<file path="src/fpsc_pkg.sv">
// shared constants, types and helpers for the flash programming command link
package fpsc_pkg;
  localparam int CLK_HZ  = 40_000_000;
  localparam int CLK_MHZ = 40;
  localparam int CLK_KHZ = 40_000;

  // frame delimiters and status frame length
  localparam logic [7:0] SOH_B = 8'h01;
  localparam logic [7:0] STX_B = 8'h02;
  localparam logic [7:0] ETX_B = 8'h03;
  localparam logic [7:0] STATUS_LEN = 8'h01;

  // status codes carried in first_status_byte
  localparam logic [7:0] ST_ACK        = 8'h06;
  localparam logic [7:0] ST_PARAM      = 8'h05;
  localparam logic [7:0] ST_CSUM       = 8'h07;
  localparam logic [7:0] ST_PROTECT    = 8'h10;
  localparam logic [7:0] ST_NACK       = 8'h15;
  localparam logic [7:0] ST_WRITE      = 8'h1C;
  localparam logic [7:0] ST_ERASE_MRG  = 8'h1A;
  localparam logic [7:0] ST_VERIFY_MRG = 8'h1B;

  // command codes
  localparam logic [7:0] COM_RESET  = 8'h00;
  localparam logic [7:0] COM_BAUD   = 8'h9A;
  localparam logic [7:0] COM_FREQ   = 8'h90;
  localparam logic [7:0] COM_ERASE  = 8'h20;
  localparam logic [7:0] COM_STATUS = 8'h70;

  // frame_length_field values per command
  localparam logic [7:0] LEN_PLAIN = 8'h01;
  localparam logic [7:0] LEN_BAUD  = 8'h02;
  localparam logic [7:0] LEN_FREQ  = 8'h05;

  // bit rate codes
  localparam logic [7:0] BAUD_MIN     = 8'h03;
  localparam logic [7:0] BAUD_MAX     = 8'h0B;
  localparam logic [7:0] BAUD_DEFAULT = 8'h03;

  localparam logic [4:0] RESYNC_LIMIT = 5'h10;
  localparam logic [3:0] BIT_STOP     = 4'h9;
  localparam logic [3:0] FRAME_BITS   = 4'hA;

  typedef enum logic [1:0] {FPSC_BAUD, FPSC_FREQ, FPSC_ERASE} fpsc_kind_type;

  // clock cycles per bit for a rate code
  function automatic logic [15:0] baud_div(input logic [7:0] code);
    case (code)
      8'h04:   baud_div = 16'(CLK_HZ / 19200);
      8'h05:   baud_div = 16'(CLK_HZ / 31250);
      8'h06:   baud_div = 16'(CLK_HZ / 38400);
      8'h07:   baud_div = 16'(CLK_HZ / 76800);
      8'h08:   baud_div = 16'(CLK_HZ / 153600);
      8'h09:   baud_div = 16'(CLK_HZ / 57600);
      8'h0A:   baud_div = 16'(CLK_HZ / 115200);
      8'h0B:   baud_div = 16'(CLK_HZ / 128000);
      default: baud_div = 16'(CLK_HZ / 9600);
    endcase
  endfunction

  // expected frame_length_field of a command, zero when unknown
  function automatic logic [7:0] cmd_len(input logic [7:0] com);
    case (com)
      COM_RESET, COM_ERASE, COM_STATUS: cmd_len = LEN_PLAIN;
      COM_BAUD: cmd_len = LEN_BAUD;
      COM_FREQ: cmd_len = LEN_FREQ;
      default:  cmd_len = 8'h00;
    endcase
  endfunction
endpackage

</file>
<file path="src/fpsc_link_if.sv">
// serial link wires between the programmer end and the device end
interface fpsc_link_if;
  logic p2d_txd; // programmer to device line, idle high
  logic d2p_txd; // device to programmer line, idle high
  modport prog (output p2d_txd, input d2p_txd);
  modport dev  (input p2d_txd, output d2p_txd);
endinterface

</file>
<file path="src/fpsc_dev.sv">
// device end: command frame decoding and status replies
module fpsc_dev
  import fpsc_pkg::*;
#(
  parameter logic [31:0] FREQ_MIN = 32'h0000_0001,
  parameter logic [31:0] FREQ_MAX = 32'h00FF_FFFF
)(
  input  wire logic        clk,
  input  wire logic        rst,
  fpsc_link_if.dev         link,
  input  wire logic        erase_prohibit,
  input  wire logic        erase_done,
  input  wire logic [1:0]  erase_result,
  output logic             erase_req,
  output logic             busy,
  output logic [31:0]      osc_freq,
  output logic [7:0]       baud_code
);
  typedef enum {PS_SOH, PS_LEN, PS_COM, PS_DATA, PS_SUM, PS_ETX} fpsc_dev_ps_type;

  fpsc_dev_ps_type ps_r;
  logic [2:0]  sync_r;
  logic        lvl_r, rx_busy_r, rx_stb_r, txd_r;
  logic [15:0] rx_cnt_r, tx_cnt_r, div;
  logic [3:0]  rx_idx_r, tx_left_r;
  logic [7:0]  rx_sh_r, len_r, left_r, sum_r, com_r, baud_r, pend_code_r, cur_code_r;
  logic [9:0]  tx_sh_r;
  logic [31:0] dat_r, freq_r;
  logic        fr_stb_r, fr_bad_r, busy_r, req_r, resync_r, done_pend_r;
  logic        pend_r, act_r;
  logic [2:0]  idx_r;
  logic [4:0]  frames_r;
  logic [7:0]  erase_code_r, tx_byte, code;
  logic        want, tx_go, csum_ok, fr_good, freq_in, baud_ok;

  assign div     = baud_div(baud_r);
  assign csum_ok = (sum_r == 8'h00);
  assign fr_good = !fr_bad_r && csum_ok;
  assign freq_in = (dat_r >= FREQ_MIN) && (dat_r <= FREQ_MAX);
  assign baud_ok = fr_good && (dat_r[7:0] >= BAUD_MIN) && (dat_r[7:0] <= BAUD_MAX);
  assign tx_go   = act_r && (tx_left_r == 4'h0) && (tx_cnt_r == 16'h0000);
  assign link.d2p_txd = txd_r;
  assign erase_req = req_r;
  assign busy      = busy_r;
  assign osc_freq  = freq_r;
  assign baud_code = baud_r;

  // status frame byte for the current position
  always_comb
  begin
    case (idx_r)
      3'h0:    tx_byte = STX_B;
      3'h1:    tx_byte = STATUS_LEN;
      3'h2:    tx_byte = cur_code_r;
      3'h3:    tx_byte = 8'h00 - STATUS_LEN - cur_code_r;
      default: tx_byte = ETX_B;
    endcase
  end

  // reply decision for a finished frame or a finished erase
  always_comb
  begin
    want = 1'b0;
    code = ST_ACK;
    if (fr_stb_r && busy_r)
    begin
      want = (com_r != COM_STATUS);
      code = ST_NACK;
    end
    else if (fr_stb_r && resync_r)
      want = fr_good && (com_r == COM_RESET);
    else if (fr_stb_r && com_r != COM_BAUD) // baud command silent unless the device is busy
    begin
      want = 1'b1;
      if (fr_bad_r)
        code = ST_NACK;
      else if (!csum_ok)
        code = ST_CSUM;
      else if (com_r == COM_FREQ && !freq_in)
        code = ST_PARAM;
      else if (com_r == COM_ERASE)
      begin
        want = erase_prohibit;
        code = ST_PROTECT;
      end
    end
    else if (!fr_stb_r && done_pend_r)
    begin
      want = 1'b1;
      code = erase_code_r;
    end
  end

  // pin synchroniser, a change counts once the last two stages agree
  always_ff @(posedge clk or posedge rst)
  begin
    if (rst)
    begin
      sync_r <= 3'h7;
      lvl_r  <= 1'b1;
    end
    else
    begin
      sync_r <= {sync_r[1:0], link.p2d_txd};
      if (sync_r[1] == sync_r[2])
        lvl_r <= sync_r[2];
    end
  end

  // receiver, samples each bit in its middle
  always_ff @(posedge clk or posedge rst)
  begin
    if (rst)
    begin
      rx_busy_r <= 1'b0;
      rx_stb_r  <= 1'b0;
      rx_cnt_r  <= 16'h0000;
      rx_idx_r  <= 4'h0;
      rx_sh_r   <= 8'h00;
    end
    else
    begin
      rx_stb_r <= 1'b0;
      if (!rx_busy_r)
      begin
        rx_busy_r <= !lvl_r;
        rx_cnt_r  <= {1'b0, div[15:1]};
        rx_idx_r  <= 4'h0;
      end
      else if (rx_cnt_r != 16'h0000)
        rx_cnt_r <= rx_cnt_r - 16'h0001;
      else
      begin
        rx_cnt_r <= div - 16'h0001;
        rx_idx_r <= rx_idx_r + 4'h1;
        if ((rx_idx_r == 4'h0 && lvl_r) || rx_idx_r == BIT_STOP)
          rx_busy_r <= 1'b0;
        if (rx_idx_r == BIT_STOP)
          rx_stb_r <= lvl_r;
        else if (rx_idx_r != 4'h0)
          rx_sh_r <= {lvl_r, rx_sh_r[7:1]};
      end
    end
  end

  // command frame parser, checksum runs over length through sum byte
  always_ff @(posedge clk or posedge rst)
  begin
    if (rst)
    begin
      ps_r     <= PS_SOH;
      len_r    <= 8'h00;
      left_r   <= 8'h00;
      sum_r    <= 8'h00;
      com_r    <= 8'h00;
      dat_r    <= 32'h0000_0000;
      fr_stb_r <= 1'b0;
      fr_bad_r <= 1'b0;
    end
    else
    begin
      fr_stb_r <= 1'b0;
      if (rx_stb_r)
      begin
        case (ps_r)
          PS_SOH:
            if (rx_sh_r == SOH_B)
              ps_r <= PS_LEN;
          PS_LEN:
          begin
            len_r  <= rx_sh_r;
            sum_r  <= rx_sh_r;
            left_r <= rx_sh_r - 8'h01;
            ps_r   <= PS_COM;
          end
          PS_COM:
          begin
            com_r <= rx_sh_r;
            sum_r <= sum_r + rx_sh_r;
            ps_r  <= (left_r == 8'h00) ? PS_SUM : PS_DATA;
          end
          PS_DATA:
          begin
            dat_r  <= {dat_r[23:0], rx_sh_r};
            sum_r  <= sum_r + rx_sh_r;
            left_r <= left_r - 8'h01;
            if (left_r == 8'h01)
              ps_r <= PS_SUM;
          end
          PS_SUM:
          begin
            sum_r <= sum_r + rx_sh_r;
            ps_r  <= PS_ETX;
          end
          default:
          begin
            fr_stb_r <= 1'b1;
            fr_bad_r <= (rx_sh_r != ETX_B) || (len_r != cmd_len(com_r));
            ps_r     <= PS_SOH;
          end
        endcase
      end
    end
  end

  // command effects: rate change, resync window, frequency, erase
  always_ff @(posedge clk or posedge rst)
  begin
    if (rst)
    begin
      baud_r       <= BAUD_DEFAULT;
      resync_r     <= 1'b0;
      frames_r     <= 5'h00;
      freq_r       <= 32'h0000_0000;
      busy_r       <= 1'b0;
      req_r        <= 1'b0;
      done_pend_r  <= 1'b0;
      erase_code_r <= ST_ACK;
    end
    else
    begin
      req_r <= 1'b0;
      if (fr_stb_r && resync_r)
      begin
        frames_r <= frames_r + 5'h01;
        if (fr_good && com_r == COM_RESET)
          resync_r <= 1'b0;
        else if (frames_r == RESYNC_LIMIT - 5'h01)
        begin
          resync_r <= 1'b0; // give up silently at the base rate
          baud_r   <= BAUD_DEFAULT;
        end
      end
      else if (fr_stb_r && !busy_r && com_r == COM_BAUD && baud_ok)
      begin
        baud_r   <= dat_r[7:0];
        resync_r <= 1'b1;
        frames_r <= 5'h00;
      end
      else if (fr_stb_r && !busy_r && fr_good && com_r == COM_FREQ && freq_in)
        freq_r <= dat_r;
      else if (fr_stb_r && !busy_r && fr_good && com_r == COM_ERASE && !erase_prohibit)
      begin
        req_r  <= 1'b1;
        busy_r <= 1'b1;
      end
      // erase outcome, fault codes ordered write, erase margin, verify margin
      if (erase_done && busy_r)
      begin
        busy_r <= 1'b0;
        case (erase_result)
          2'h1:    erase_code_r <= ST_WRITE;
          2'h2:    erase_code_r <= ST_ERASE_MRG;
          2'h3:    erase_code_r <= ST_VERIFY_MRG;
          default: erase_code_r <= ST_ACK;
        endcase
      end
      if (erase_done && busy_r)
        done_pend_r <= 1'b1;
      else if (!fr_stb_r)
        done_pend_r <= 1'b0;
    end
  end

  // reply queue and status frame sender
  always_ff @(posedge clk or posedge rst)
  begin
    if (rst)
    begin
      pend_r      <= 1'b0;
      pend_code_r <= ST_ACK;
      cur_code_r  <= ST_ACK;
      act_r       <= 1'b0;
      idx_r       <= 3'h0;
    end
    else
    begin
      if (want)
      begin
        pend_r      <= 1'b1;
        pend_code_r <= code;
      end
      else if (!act_r && pend_r)
        pend_r <= 1'b0;
      if (!act_r && pend_r)
      begin
        act_r      <= 1'b1;
        cur_code_r <= pend_code_r;
        idx_r      <= 3'h0;
      end
      else if (tx_go)
      begin
        idx_r <= idx_r + 3'h1;
        if (idx_r == 3'h4)
          act_r <= 1'b0;
      end
    end
  end

  // transmitter, start bit then eight data bits then stop bit
  always_ff @(posedge clk or posedge rst)
  begin
    if (rst)
    begin
      tx_sh_r   <= 10'h3FF;
      tx_left_r <= 4'h0;
      tx_cnt_r  <= 16'h0000;
      txd_r     <= 1'b1;
    end
    else if (tx_go)
    begin
      tx_sh_r   <= {1'b1, tx_byte, 1'b0};
      tx_left_r <= FRAME_BITS;
      tx_cnt_r  <= 16'h0000;
    end
    else if (tx_cnt_r != 16'h0000)
      tx_cnt_r <= tx_cnt_r - 16'h0001; // stop bit runs its full length too
    else if (tx_left_r != 4'h0)
    begin
      txd_r     <= tx_sh_r[0];
      tx_sh_r   <= {1'b1, tx_sh_r[9:1]};
      tx_left_r <= tx_left_r - 4'h1;
      tx_cnt_r  <= div - 16'h0001;
    end
  end
endmodule

</file>
<file path="src/flat_wrapper.sv">
// flat-port wrapper written by rule: the top's interface ports become plain ports
module fpsc_dev_flat import fpsc_pkg::*;
#(
  parameter logic [31:0] FREQ_MIN = 32'h0000_0001,
  parameter logic [31:0] FREQ_MAX = 32'h00FF_FFFF
)
  (clk, rst, erase_prohibit, erase_done, erase_result, erase_req, busy, osc_freq, baud_code, link_p2d_txd, link_d2p_txd);
  fpsc_link_if link_i ();
  input  wire logic clk;
  input  wire logic rst;
  input  wire logic erase_prohibit;
  input  wire logic erase_done;
  input  wire logic [1:0] erase_result;
  output logic erase_req;
  output logic busy;
  output logic [31:0] osc_freq;
  output logic [7:0] baud_code;
  input wire logic [$bits(link_i.p2d_txd)-1:0] link_p2d_txd;
  output wire logic [$bits(link_i.d2p_txd)-1:0] link_d2p_txd;
  assign link_i.p2d_txd = link_p2d_txd;
  assign link_d2p_txd = link_i.d2p_txd;
  fpsc_dev #(.FREQ_MIN(FREQ_MIN), .FREQ_MAX(FREQ_MAX)) u_core (.clk(clk), .rst(rst), .link(link_i), .erase_prohibit(erase_prohibit), .erase_done(erase_done), .erase_result(erase_result), .erase_req(erase_req), .busy(busy), .osc_freq(osc_freq), .baud_code(baud_code));
endmodule
</file>
<file path="config.mk">
export PLATFORM = sky130hd
export DESIGN_NAME = fpsc_dev_flat
export DESIGN_NICKNAME = d
export VERILOG_FILES = /design/src/fpsc_pkg.sv /design/src/fpsc_link_if.sv /design/src/fpsc_dev.sv /design/src/flat_wrapper.sv
export SDC_FILE = /design/constraint.sdc
export NUM_CORES = 1
export LEC_CHECK = 0
export BUFFER_PORTS_ARGS = -buffer_cell sky130_fd_sc_hd__buf_2
export CORE_MARGIN = 1
export CORE_UTILIZATION = 52
export DETAILED_ROUTE_END_ITERATION = 16
export PLACE_DENSITY_LB_ADDON = 0.3
export SETUP_SLACK_MARGIN = 0.5
export SLEW_MARGIN = 15
export SYNTH_ARGS = -nofsm -noshare
export SYNTH_HDL_FRONTEND = slang
export SYNTH_SLANG_ARGS = --single-unit
</file>
<file path="constraint.sdc">
create_clock -name clk -period 9 [get_ports clk]
set_clock_uncertainty 0.15 [all_clocks]
set_input_delay 1.35 -clock clk [delete_from_list [all_inputs] [get_ports clk]]
set_output_delay 1.35 -clock clk [all_outputs]
set_load 0.1 [all_outputs]
</file>
==> results of run 1 <==
-- cells in the mapped netlist, drive strengths merged, types with 18 or more instances --
cell type  instances
a21oi             52
clkbuf            40
dfrtp            179
dfstp             22
ha                32
inv               38
mux2              82
nand2             84
nor2              74
nor2b             18
nor3              25
nor4              21
o21ai             73
xor2              25
-- worst max-delay path, delay by kind of cell (launching register included) --
| kind | cells | cell delay [ns] |
|---|---|---|
| mux | 1 | 0.39 |
| buf+inv | 1 | 0.42 |
| flops | 1 | 0.39 |
| simple gates | 4 | 1.95 |
-- kinds of logic (layout without fill, tap and decap cells) --
kind of cell | Yosys count | count (layout) | synth area share [%]
buf+inv | 84 | 133 | 3.33
fa+ha+maj | 34 | 34 | 4.23
compound gates | 227 | 227 | 13.8
mux | 88 | 88 | 9.66
flops | 201 | 201 | 49.7
simple gates | 314 | 314 | 15.7
xor+xnor | 41 | 41 | 3.53
-- final timing paths --
check	from	endpoint	slack, ns	cells after the start
setup / recovery	u_core.sum_r[3]$_DFFE_PP0P_	u_core.osc_freq[11]$_DFFE_PP0P_	5.57	6
hold / removal	u_core.sync_r[0]$_DFF_PP1_	u_core.sync_r[1]$_DFF_PP1_	0.21	0
setup reg to reg	u_core.sum_r[3]$_DFFE_PP0P_	u_core.osc_freq[11]$_DFFE_PP0P_	5.57	6
hold reg to reg	u_core.sync_r[0]$_DFF_PP1_	u_core.sync_r[1]$_DFF_PP1_	0.21	0
max in group asynchronous	rst	u_core.osc_freq[28]$_DFFE_PP0P_	6.35	3
min in group asynchronous	rst	u_core.rx_cnt_r[12]$_DFF_PP0_	0.86	2
-- power groups by stage --
stage	logic (W)	registers [W]	clock network, W
detailed placement	0.0000272	0.000934	0
global placement	0.0000267	0.000933	0
global route	0.0000305	0.000918	0.000972
floorplan	0.0000183	0.000932	0
finish	0.0000255	0.000917	0.000918
CTS	0.0000272	0.000917	0.000936
-- through the flow --
stage	instances	power [W]	hold WS (ns)
after floorplan	989	0.000950	0.195
after global placement	1259	0.000960	0.196
after detailed placement	1259	0.000961	0.206
after CTS	1298	0.00188	0.214
after global routing	1298	0.00192	0.219
final	1298	0.00186	0.211
-- registers in the layout (all words and copies together) (netlist names), 8 cells and up --
register	count
u_core.left_r	8
u_core.baud_code	8
u_core.com_r	8
u_core.rx_sh_r	8
u_core.tx_cnt_r	16
u_core.osc_freq	32
u_core.sum_r	8
u_core.dat_r	32
u_core.rx_cnt_r	16
u_core.tx_sh_r	9
u_core.len_r	8
-- cell type report --
cell class | count | area (µm²) | share of cell area [%]
well taps | 260 | 325 | 2.86
multi-input cells | 704 | 4780 | 42.1
flip-flops and latches | 201 | 5060 | 44.5
inverters | 38 | 150 | 1.32
clock inverters | 8 | 101 | 0.892
repair buffers | 56 | 298 | 2.62
clock buffers | 31 | 646 | 5.68
-- metal layers --
metal | global-route usage (%) | routed length (µm) | share of wire, %
met5 | 0 | 0 | 0
met2 | 37.3 | 10400 | 49
met3 | 3.07 | 1090 | 5.1
met1 | 30.1 | 9610 | 45
met4 | 5.15 | 357 | 1.7
==> results.md, run 1 <==
* Count of hold-fix buffers inserted at cts at 0
* Buffers inserted by post-CTS timing repair at 0
* Fill cell total of the finished layout at approximately 1.6k
* Syn. warnings at 0
* Wire length per cell at roughly 17 µm
* Detailed Route Iter0 Violations at 499
* Slew of the pin with the lowest slew margin at 1.07 ns
* Portion of synthesized cell area occupied by the leading cell type at 44.0%
* Setup TNS Final at 0 ns
* Largest driver fanout on the critical path at 24
* Clk pwr share at roughly half
* Share of the clock period used by the worst path at 38.1%
* Synth Register Bits at 201
* Crit. End Element: register
* Worst setup margin at around 5.6 ns
* Routed WL at 21,500 µm
* CTS HTree Levels at 1
* Worst slew slack as a fraction of its limit at between 20% and 30%
* Number of placement rows at 50
* Cell types with the largest area share after synthesis: dfrtp_1 44%, mux2_2 8.9%, dfstp_2 5.7%, ha_1 3.9%, o21ai_0 3.6%
* Cell accounting for the most synthesized area: dfrtp_1
* Final number of setup-violating endpoints at 0
* Max-cap violations at 0
* First-pass GRT wire length at roughly 36,000 µm
* Layout Utilization at about three fifths
* Clock slew seen by the registers of the worst setup and hold paths at 0.06 ns
* Detailed placement HPWL at 14,600 µm
* Fraction of synthesis flops using an asynchronous set or reset pin at 100%
* Register share of total power at 49.3%
* Worst skew pair latency at 0.50 ns
* Largest vdd supply drop at 0.000132 V
* Switching power total at 0.000385 W
* Num CTS Buffers at 22
* Classification of the worst-slack hold path: reg -> reg
* Net count of the mapped netlist at 1,029
* Gr usage total at about 22%
* EDFF count, synth at 0
* Layout net count at around 1.1k
* First-pass DRT Iterations at 5
* Number of different library cells in the post-synthesis netlist at 65
* Leakage power total at between 5 and 6 nW
* Cell type of the slowest stage on the worst timing path: or4_4
* Cell area after placement at 10,600 µm²
* Post-Syn Area per Cell at 10.3 µm²
* Internal power contribution at ~0.0015 W
* Root Driver: clkbuf_16
* RD Place Congestion at 0.924
* Status: finished clean
* Final hold violations at 0
* Fraction of layout instances using a drive strength above 1 at around 20%
* Commonest cells after routing, fill and taps aside: 179 x dfrtp_1, 84 x nand2_1, 80 x mux2_2, 73 x nor2_1, 73 x o21ai_0
* Post-route cell area at about 11,000 µm²
* Signed area change from the synthesized netlist to the final layout at 11.7%
* Height of the die at 142 µm
* Delay of the slowest critical-path stage at 0.56 ns
* Total vias in the final route at 7,520
* Post-cts repair resize count at 0
* Final global-route overflow total at 0
* Switching portion of total power at between 20% and 30%
* Sequential-to-total area share from yosys stat at 49.7%
* Vias in the first global route at 7,266
* Number of buffers on the longest clock path at 3
* RSZ-0062 raised after global routing: no
* Placeable Area at 19,000 µm²
* Fmax achieved at 0.291 GHz
* Number of port buffers at 49
* Clock sinks at 201
* Final Critical Period at 3.43 ns
* Most used flip-flop cell after synthesis: dfrtp_1
* Antenna-violating nets left at 0
* Initial core utilization at between 50% and 60%
* Final max-slew violation count at 0
* Comb pwr share at under 10%
* DRC violation count after routing at 0
* TritonCTS clock tree: built
* Count of boundary I/O pins at 50
* Mapped Cells at 989
* Die Span X at 142 µm
* Path type of the worst setup path: reg -> reg
* Launching element type of the critical path: register
* Commonest non-fill, non-tap cell in the layout: dfrtp_1
* Power per cell area at 164 nW/µm²
* Largest net degree at the start of global routing at 138
* Antenna diode count at 0
* Post-synth design cell area at 10,200 µm²
* Die Footprint at 20,100 µm²
* Endpoint required time on the critical path at 9.23 ns
* Placement-stage worst setup slack at approximately 5.6 ns
* Arr. time, crit path at 3.66 ns
* Routed vias/inst at 5.79
* Crit path cell chain: or4_4, or3_1, or3_4, nor4_4, buf_4, mux2_2
* Number of antenna violations at the first check in global routing at 0
(Power assumes the default switching activity.)
==> run 2, diff against run 1 <==
==> constraint.sdc (replaced) <==
create_clock -name clk -period 3.56 [get_ports clk]
set_clock_uncertainty 0.15 [all_clocks]
set_input_delay 0.534 -clock clk [delete_from_list [all_inputs] [get_ports clk]]
set_output_delay 0.534 -clock clk [all_outputs]
set_load 0.1 [all_outputs]
==> results.md, run 2 (same netlist as run 1, synthesis figures left out) <==
* Worst slew slack as a fraction of its limit at 36.4% (+8.3 points)
* Root Driver: clkbuf_16
* Layout net count at 1,079 (+1.5%)
* Total vias in the final route at 7,564 (+0.59%)
* Detailed placement HPWL at 15,200 µm (+3.7%)
* Antenna diode count at 0 (unchanged)
* Count of boundary I/O pins at 50 (unchanged)
* Fin cells at 1,314 (+1.2%)
* Placeable Area at 19,000 µm² (unchanged)
* Classification of the worst-slack hold path: in -> reg
* Wire length per cell at 16.7 µm (+1.1%)
* First-pass DRT Iterations at 5 (unchanged)
* CTS HTree Levels at 1 (unchanged)
* Worst R2R Start: u_core.sum_r[3]$_DFFE_PP0P_
* Launching element type of the critical path: register
* Final max-slew violation count at 0 (unchanged)
* Routed vias/inst at 5.76 (-0.64%)
* Share of the clock period used by the worst path at 83.6% (+45 points)
* Top routing layer in use: met4
* Status: finished clean
* RSZ-0062 raised after global routing: no
* Number of port buffers at 49 (unchanged)
* Placed Cells at 1,271 (+0.95%)
* Initial core utilization at 53.7% (unchanged)
* Die Footprint at 20,100 µm² (unchanged)
* Largest driver fanout on the critical path at 12 (-50%)
* Commonest non-fill, non-tap cell in the layout: dfrtp_1
* Detailed Route Iter0 Violations at 531 (+6.4%)
* Clock sinks at 201 (unchanged)
* Launch instance of the worst min-delay path: erase_result[0]
* Max-cap violations at 0 (unchanged)
* Final Critical Period at 2.97 ns (-0.457 ns)
* Num CTS Buffers at 22 (unchanged)
* Fraction of layout instances using a drive strength above 1 at 21.1% (+1.1 points)
* Leakage power total at 5.46 nW (+1.5%)
* First-pass GRT wire length at 37,100 µm (+3.0%)
* Routed WL at 22,000 µm (+2.4%)
* Fmax achieved at 0.336 GHz (+15%)
* TritonCTS clock tree: built
* Endpoint required time on the critical path at 3.79 ns (-5.44 ns)
* Fill cell total of the finished layout at 1,547 (-1.8%)
* Arr. time, crit path at 3.20 ns (-0.46 ns)
* Antenna-violating nets left at 0 (unchanged)
* Number of placement rows at 50 (unchanged)
* Power per cell area at 403 nW/µm² (+150%)
* Path type of the worst setup path: reg -> reg
* Height of the die at 142 µm (unchanged)
* Routed length on met3 at 781 µm (-28%)
* Wire length on met1 at 9800 µm (+2.0%)
* Number of antenna violations at the first check in global routing at 0 (unchanged)
* Setup slack, reg-to-reg at 0.59 ns (-4.98 ns)
* Signed area change from the synthesized netlist to the final layout at 13.5%
* Amount of wire on met2 after detailed routing at 10,800 µm (+3.8%)
* Setup TNS Final at 0 ns (unchanged)
* Final hold violations at 0 (unchanged)
* Number of buffers on the longest clock path at 3 (unchanged)
* Largest vdd supply drop at 0.000384 V (+190%)
* Final global-route overflow total at 0 (unchanged)
* Final number of setup-violating endpoints at 0 (unchanged)
* DRC violation count after routing at 0 (unchanged)
* Clock slew seen by the registers of the worst setup and hold paths at 0.06 ns (about the same)
* Commonest cells after routing, fill and taps aside: 179 x dfrtp_1, 84 x nand2_1, 80 x mux2_2, 73 x nor2_1, 73 x o21ai_0
* Die Span X at 142 µm (unchanged)
* Hold depth at 2 (+2)
* R2R cell count at 7 (+1)
* Vias in the first global route at 7,484 (+3.0%)
* Worst skew pair latency at 0.51 ns (about the same)
* RR Endpoint: u_core.osc_freq[5]$_DFFE_PP0P_
* Gr usage total at 22.7% (+0.60 points)
* RD Place Congestion at 0.908 (-1.8%)
* Largest net degree at the start of global routing at 81 (-41%)
* Crit. End Element: register
* Hold Path Sink: u_core.erase_code_r[1]$_DFFE_PP1P_
* Slew of the pin with the lowest slew margin at 0.953 ns (-0.122 ns)
-- run 2: cell count changes in the layout (fill, tap and decap cells not counted), sizes merged --
cell,change
inv,-1
buf,+13
dlygate4sd3,+2
bufinv,-1
clkinvlp,+2
clkbuf,+4
clkinv,-3
-- run 2: cell type report --
class                      instances  area (µm²)  share of cell area (%)
tap                              260         325                    2.82
inverter                          38         146                    1.27
sequential                       201        5060                    43.8
clock buffer                      34         677                    5.86
timing repair buffer              72         490                    4.25
multi-input combinational        704        4800                    41.5
clock inverter                     5        56.3                   0.487
-- run 2: power by group --
part           total [W]  internal (W)  switching, W
logic          0.0000718     0.0000193     0.0000526
clock network    0.00227       0.00138      0.000891
registers        0.00232       0.00231    0.00000986
total            0.00466       0.00371      0.000953
-- run 2: critical path, stage by stage (launching register included) --
cell,delay [ns]
dfrtp_1,0.40
or4_4,0.57
or3_4,0.42
or3_4,0.39
nor4_4,0.24
buf_4,0.19
clkbuf_16,0.18
mux2_2,0.33
-- run 2: metal layers --
| metal | GRT usage, % | vias up |
|---|---|---|
| met4 | 7.36 | 0 |
| met1 | 30.4 | 3714 |
| met2 | 38.5 | 151 |
| met5 | 0 | - |
| li1 | - | 3660 |
| met3 | 2.56 | 39 |
-- run 2: how the worst max path moves through the flow --
| stage | from | endpoint | cells past startpoint |
|---|---|---|---|
| 3_3_place_gp | u_core.sum_r[3]$_DFFE_PP0P_ | u_core.osc_freq[3]$_DFFE_PP0P_ | 6 |
| 6_report | u_core.sum_r[3]$_DFFE_PP0P_ | u_core.osc_freq[5]$_DFFE_PP0P_ | 7 |
| 4_1_cts | u_core.sum_r[3]$_DFFE_PP0P_ | u_core.osc_freq[3]$_DFFE_PP0P_ | 6 |
| 2_1_floorplan | rst | u_core.act_r$_DFFE_PP0P_ | 1 |
| 3_5_place_dp | u_core.sum_r[3]$_DFFE_PP0P_ | u_core.osc_freq[3]$_DFFE_PP0P_ | 6 |
| 5_1_grt | u_core.sum_r[3]$_DFFE_PP0P_ | u_core.osc_freq[21]$_DFFE_PP0P_ | 7 |
-- run 2: through the flow --
stage / instance area, µm² / hold WS (ns) / power [W] / util [%] / setup slack, ns
floorplan: 10200 / 0.195 / 0.00240 / - / 0.292
global placement: 10700 / 0.196 / 0.00243 / 56.7 / 0.475
detailed placement: 10700 / 0.202 / 0.00243 / 56.7 / 0.425
CTS: 11500 / 0.0504 / 0.00471 / 60.7 / 0.511
global route: 11600 / 0.0540 / 0.00481 / 60.9 / 0.524
finish: 11600 / 0.0669 / 0.00466 / 60.9 / 0.585
-- run 2: what timing repair did --
action | CTS | global route
hold endpoints to repair | 12 | 0
hold buffers | 2 | 0
pin swaps | 0 | 1
cloned | 0 | 1
setup endpoints to repair | 25 | 25
gates resized for setup | 4 | 2
buffers inserted | 0 | 1
==> run 3, diff against run 2 <==
==> constraint.sdc (replaced) <==
create_clock -name clk -period 3.1 [get_ports clk]
set_clock_uncertainty 0.15 [all_clocks]
set_input_delay 0.465 -clock clk [delete_from_list [all_inputs] [get_ports clk]]
set_output_delay 0.465 -clock clk [all_outputs]
set_load 0.1 [all_outputs]
==> results.md, run 3 (same netlist as run 1, synthesis figures left out) <==
* Status: finished clean
* Area used by multi-input combinational logic at 5090 µm² (+6.0%)
* Detailed placement HPWL at 15,700 µm (+3.4%)
* Max-cap violations at 0 (unchanged)
* Delay of the slowest critical-path stage at 0.54 ns (-0.03 ns)
* Register share of total power at 48.7% (-1.1 points)
* Final number of setup-violating endpoints at 0 (unchanged)
* Height of the die at 142 µm (unchanged)
* Worst slew slack as a fraction of its limit at 54.5% (+18 points)
* Final hold violations at 0 (unchanged)
* Crit. End Element: register
* Leakage power total at 5.74 nW (+5.1%)
* Number of antenna violations at the first check in global routing at 0 (unchanged)
* Total vias in the final route at 7,821 (+3.4%)
* First-pass GRT wire length at 38,600 µm (+4.3%)
* FF/Latch Area at 5070 µm² (+0.17%)
* Fraction of layout instances using a drive strength above 1 at 27.7% (+6.6 points)
* Endpoint required time on the critical path at 3.33 ns (-0.46 ns)
* Vias in the first global route at 7,586 (+1.4%)
* Num CTS Buffers at 22 (unchanged)
* Most frequent cell on the critical path: or3_4
* Final hold slack at 0.0273 ns (-0.0396 ns)
* Final global-route overflow total at 0 (unchanged)
* Final max-slew violation count at 0 (unchanged)
* Layout net count at 1,121 (+3.9%)
* Commonest cells after routing, fill and taps aside: 178 x dfrtp_1, 82 x nand2_1, 69 x nor2_1, 63 x o21ai_0, 58 x mux2_2
* Switching portion of total power at 20.9% (+0.42 points)
* Count of boundary I/O pins at 50 (unchanged)
* Cell type of the slowest stage on the worst timing path: or4_4
* Signed area change from the synthesized netlist to the final layout at 20.2%
* Crit path cell chain: or4_4, or3_4, or3_4, nor4_4, buf_6, buf_12, mux2_4
* Launching element type of the critical path: register
* Fmax achieved at 0.350 GHz (+4.1%)
* Number of placement rows at 50 (unchanged)
* CTS HTree Levels at 1 (unchanged)
* Setup TNS Final at 0 ns (unchanged)
* Die Span X at 142 µm (unchanged)
* Die Footprint at 20,100 µm² (unchanged)
* RD Place Congestion at 0.915 (+0.80%)
* Antenna diode count at 0 (unchanged)
* TritonCTS clock tree: built
* Fill cell total of the finished layout at 1,484 (-4.1%)
* First-pass DRT Iterations at 5 (unchanged)
* Final Critical Period at 2.86 ns (-0.118 ns)
* Clock sinks at 201 (unchanged)
* Detailed Route Iter0 Violations at 433 (-18%)
* Largest vdd supply drop at 0.000538 V (+40%)
* Root Driver: clkbuf_16
* Largest delay share family, worst path: simple AND/OR/NAND/NOR gates
* Routed WL at 23,900 µm (+8.5%)
* Clock slew seen by the registers of the worst setup and hold paths at 0.06 ns (about the same)
* Largest net degree at the start of global routing at 70 (-14%)
* Comb pwr share at 1.6% (about the same)
* Worst setup margin at 0.243 ns (-0.342 ns)
* DRC violation count after routing at 0 (unchanged)
* Clk pwr share at 49.7% (+1.0 points)
* Overall power at 0.00547 W (+17%)
* Internal power contribution at 0.00433 W (+17%)
* Routed vias/inst at 5.76 (+0.12%)
* Slew of the pin with the lowest slew margin at 0.676 ns (-0.277 ns)
* Classification of the worst-slack hold path: in -> reg
* Placeable Area at 19,000 µm² (unchanged)
* Gr usage total at 23.9% (+1.2 points)
* Wire length per cell at 17.6 µm (+5.0%)
* Placement-stage worst setup slack at 0.194 ns (-0.231 ns)
* Number of buffers on the longest clock path at 3 (unchanged)
* Number of port buffers at 49 (unchanged)
* Path type of the worst setup path: reg -> reg
* Placed Cells at 1,283 (+0.94%)
* Largest driver fanout on the critical path at 8 (-4)
* CP Buf/Inv Count at 2 (unchanged)
* Antenna-violating nets left at 0 (unchanged)
* Commonest non-fill, non-tap cell in the layout: dfrtp_1
* Power per cell area at 447 nW/µm² (+11%)
* Switching power total at 0.00114 W (+20%)
* Fin cells at 1,357 (+3.3%)
* Worst skew pair latency at 0.51 ns (about the same)
* RSZ-0062 raised after global routing: yes
* Share of the clock period used by the worst path at 92.1% (+8.6 points)
* Arr. time, crit path at 3.09 ns (-0.11 ns)
* Initial core utilization at 53.7% (unchanged)
==> run 3: cell types whose count changed in the layout (fill, tap and decap cells not counted), sizes merged <==
cell         before  now
buf              69  108
or3               9   10
clkinv            3    8
clkbuf           35   28
dlygate4sd3       2    5
bufinv            1    3
==> run 3: metal layers <==
metal	GRT usage, %	routed length [µm]	vias up
li1	-	-	3728
met1	31.9	10400	3884
met2	40.3	11900	163
met3	2.90	805	46
met4	8.32	753	0
met5	0	0	-
==> run 3: layout make-up <==
type	instances	share of cell area, %
clock inverters	12	1.13
clock buffers	28	5.02
repair buffers	113	6.96
inverters	38	1.20
flip-flops and latches	201	41.4
well taps	260	2.66
multi-input cells	705	41.6
==> run 3: final timing paths <==
kind / from / endpoint / slack [ns] / cells past startpoint
worst max register to register: u_core.sum_r[6]$_DFFE_PP0P_ / u_core.osc_freq[9]$_DFFE_PP0P_ / 0.24 / 7
worst min register to register: u_core.sync_r[0]$_DFF_PP1_ / u_core.sync_r[1]$_DFF_PP1_ / 0.21 / 0
max in group asynchronous: rst / u_core.dat_r[7]$_DFFE_PP0P_ / 1.56 / 4
worst max-delay path: u_core.sum_r[6]$_DFFE_PP0P_ / u_core.osc_freq[9]$_DFFE_PP0P_ / 0.24 / 7
worst min-delay path: erase_prohibit / u_core.erase_req$_DFF_PP0_ / 0.03 / 2
min in group asynchronous: rst / u_core.osc_freq[17]$_DFFE_PP0P_ / 0.46 / 3
==> run 3: power by group through the flow <==
stage / logic (W) / registers (W) / clock network, W
floorplan: 0.0000536 / 0.00271 / 0
global placement: 0.0000844 / 0.00271 / 0
detailed placement: 0.0000865 / 0.00271 / 0
CTS: 0.0000917 / 0.00266 / 0.00277
global route: 0.000103 / 0.00266 / 0.00286
finish: 0.0000881 / 0.00266 / 0.00272
==> run 3: timing repair <==
action                                  4_1_cts  5_1_grt
cloned                                        2        1
gates resized for setup                      22       41
pin swaps                                     8       25
endpoints found under the setup margin       81       82
buffers inserted                             13       13
hold buffers                                  5        0
hold endpoints to repair                     30        0
==> run 3: per-stage QoR <==
| step | area, µm² | utilization (%) |
|---|---|---|
| floorplan | 10300 | - |
| global placement | 11000 | 57.8 |
| detailed placement | 11000 | 57.8 |
| CTS | 12000 | 63.2 |
| global route | 12200 | 64.5 |
| finish | 12200 | 64.5 |
==> run 3: worst register-to-register path, delay by kind of cell, from the launching register on <==
| kind | cells | cell delay (ns) |
|---|---|---|
| muxes | 1 | 0.31 |
| and+or+nand+nor | 4 | 1.58 |
| DFF | 1 | 0.38 |
| buffers and inverters | 2 | 0.33 |
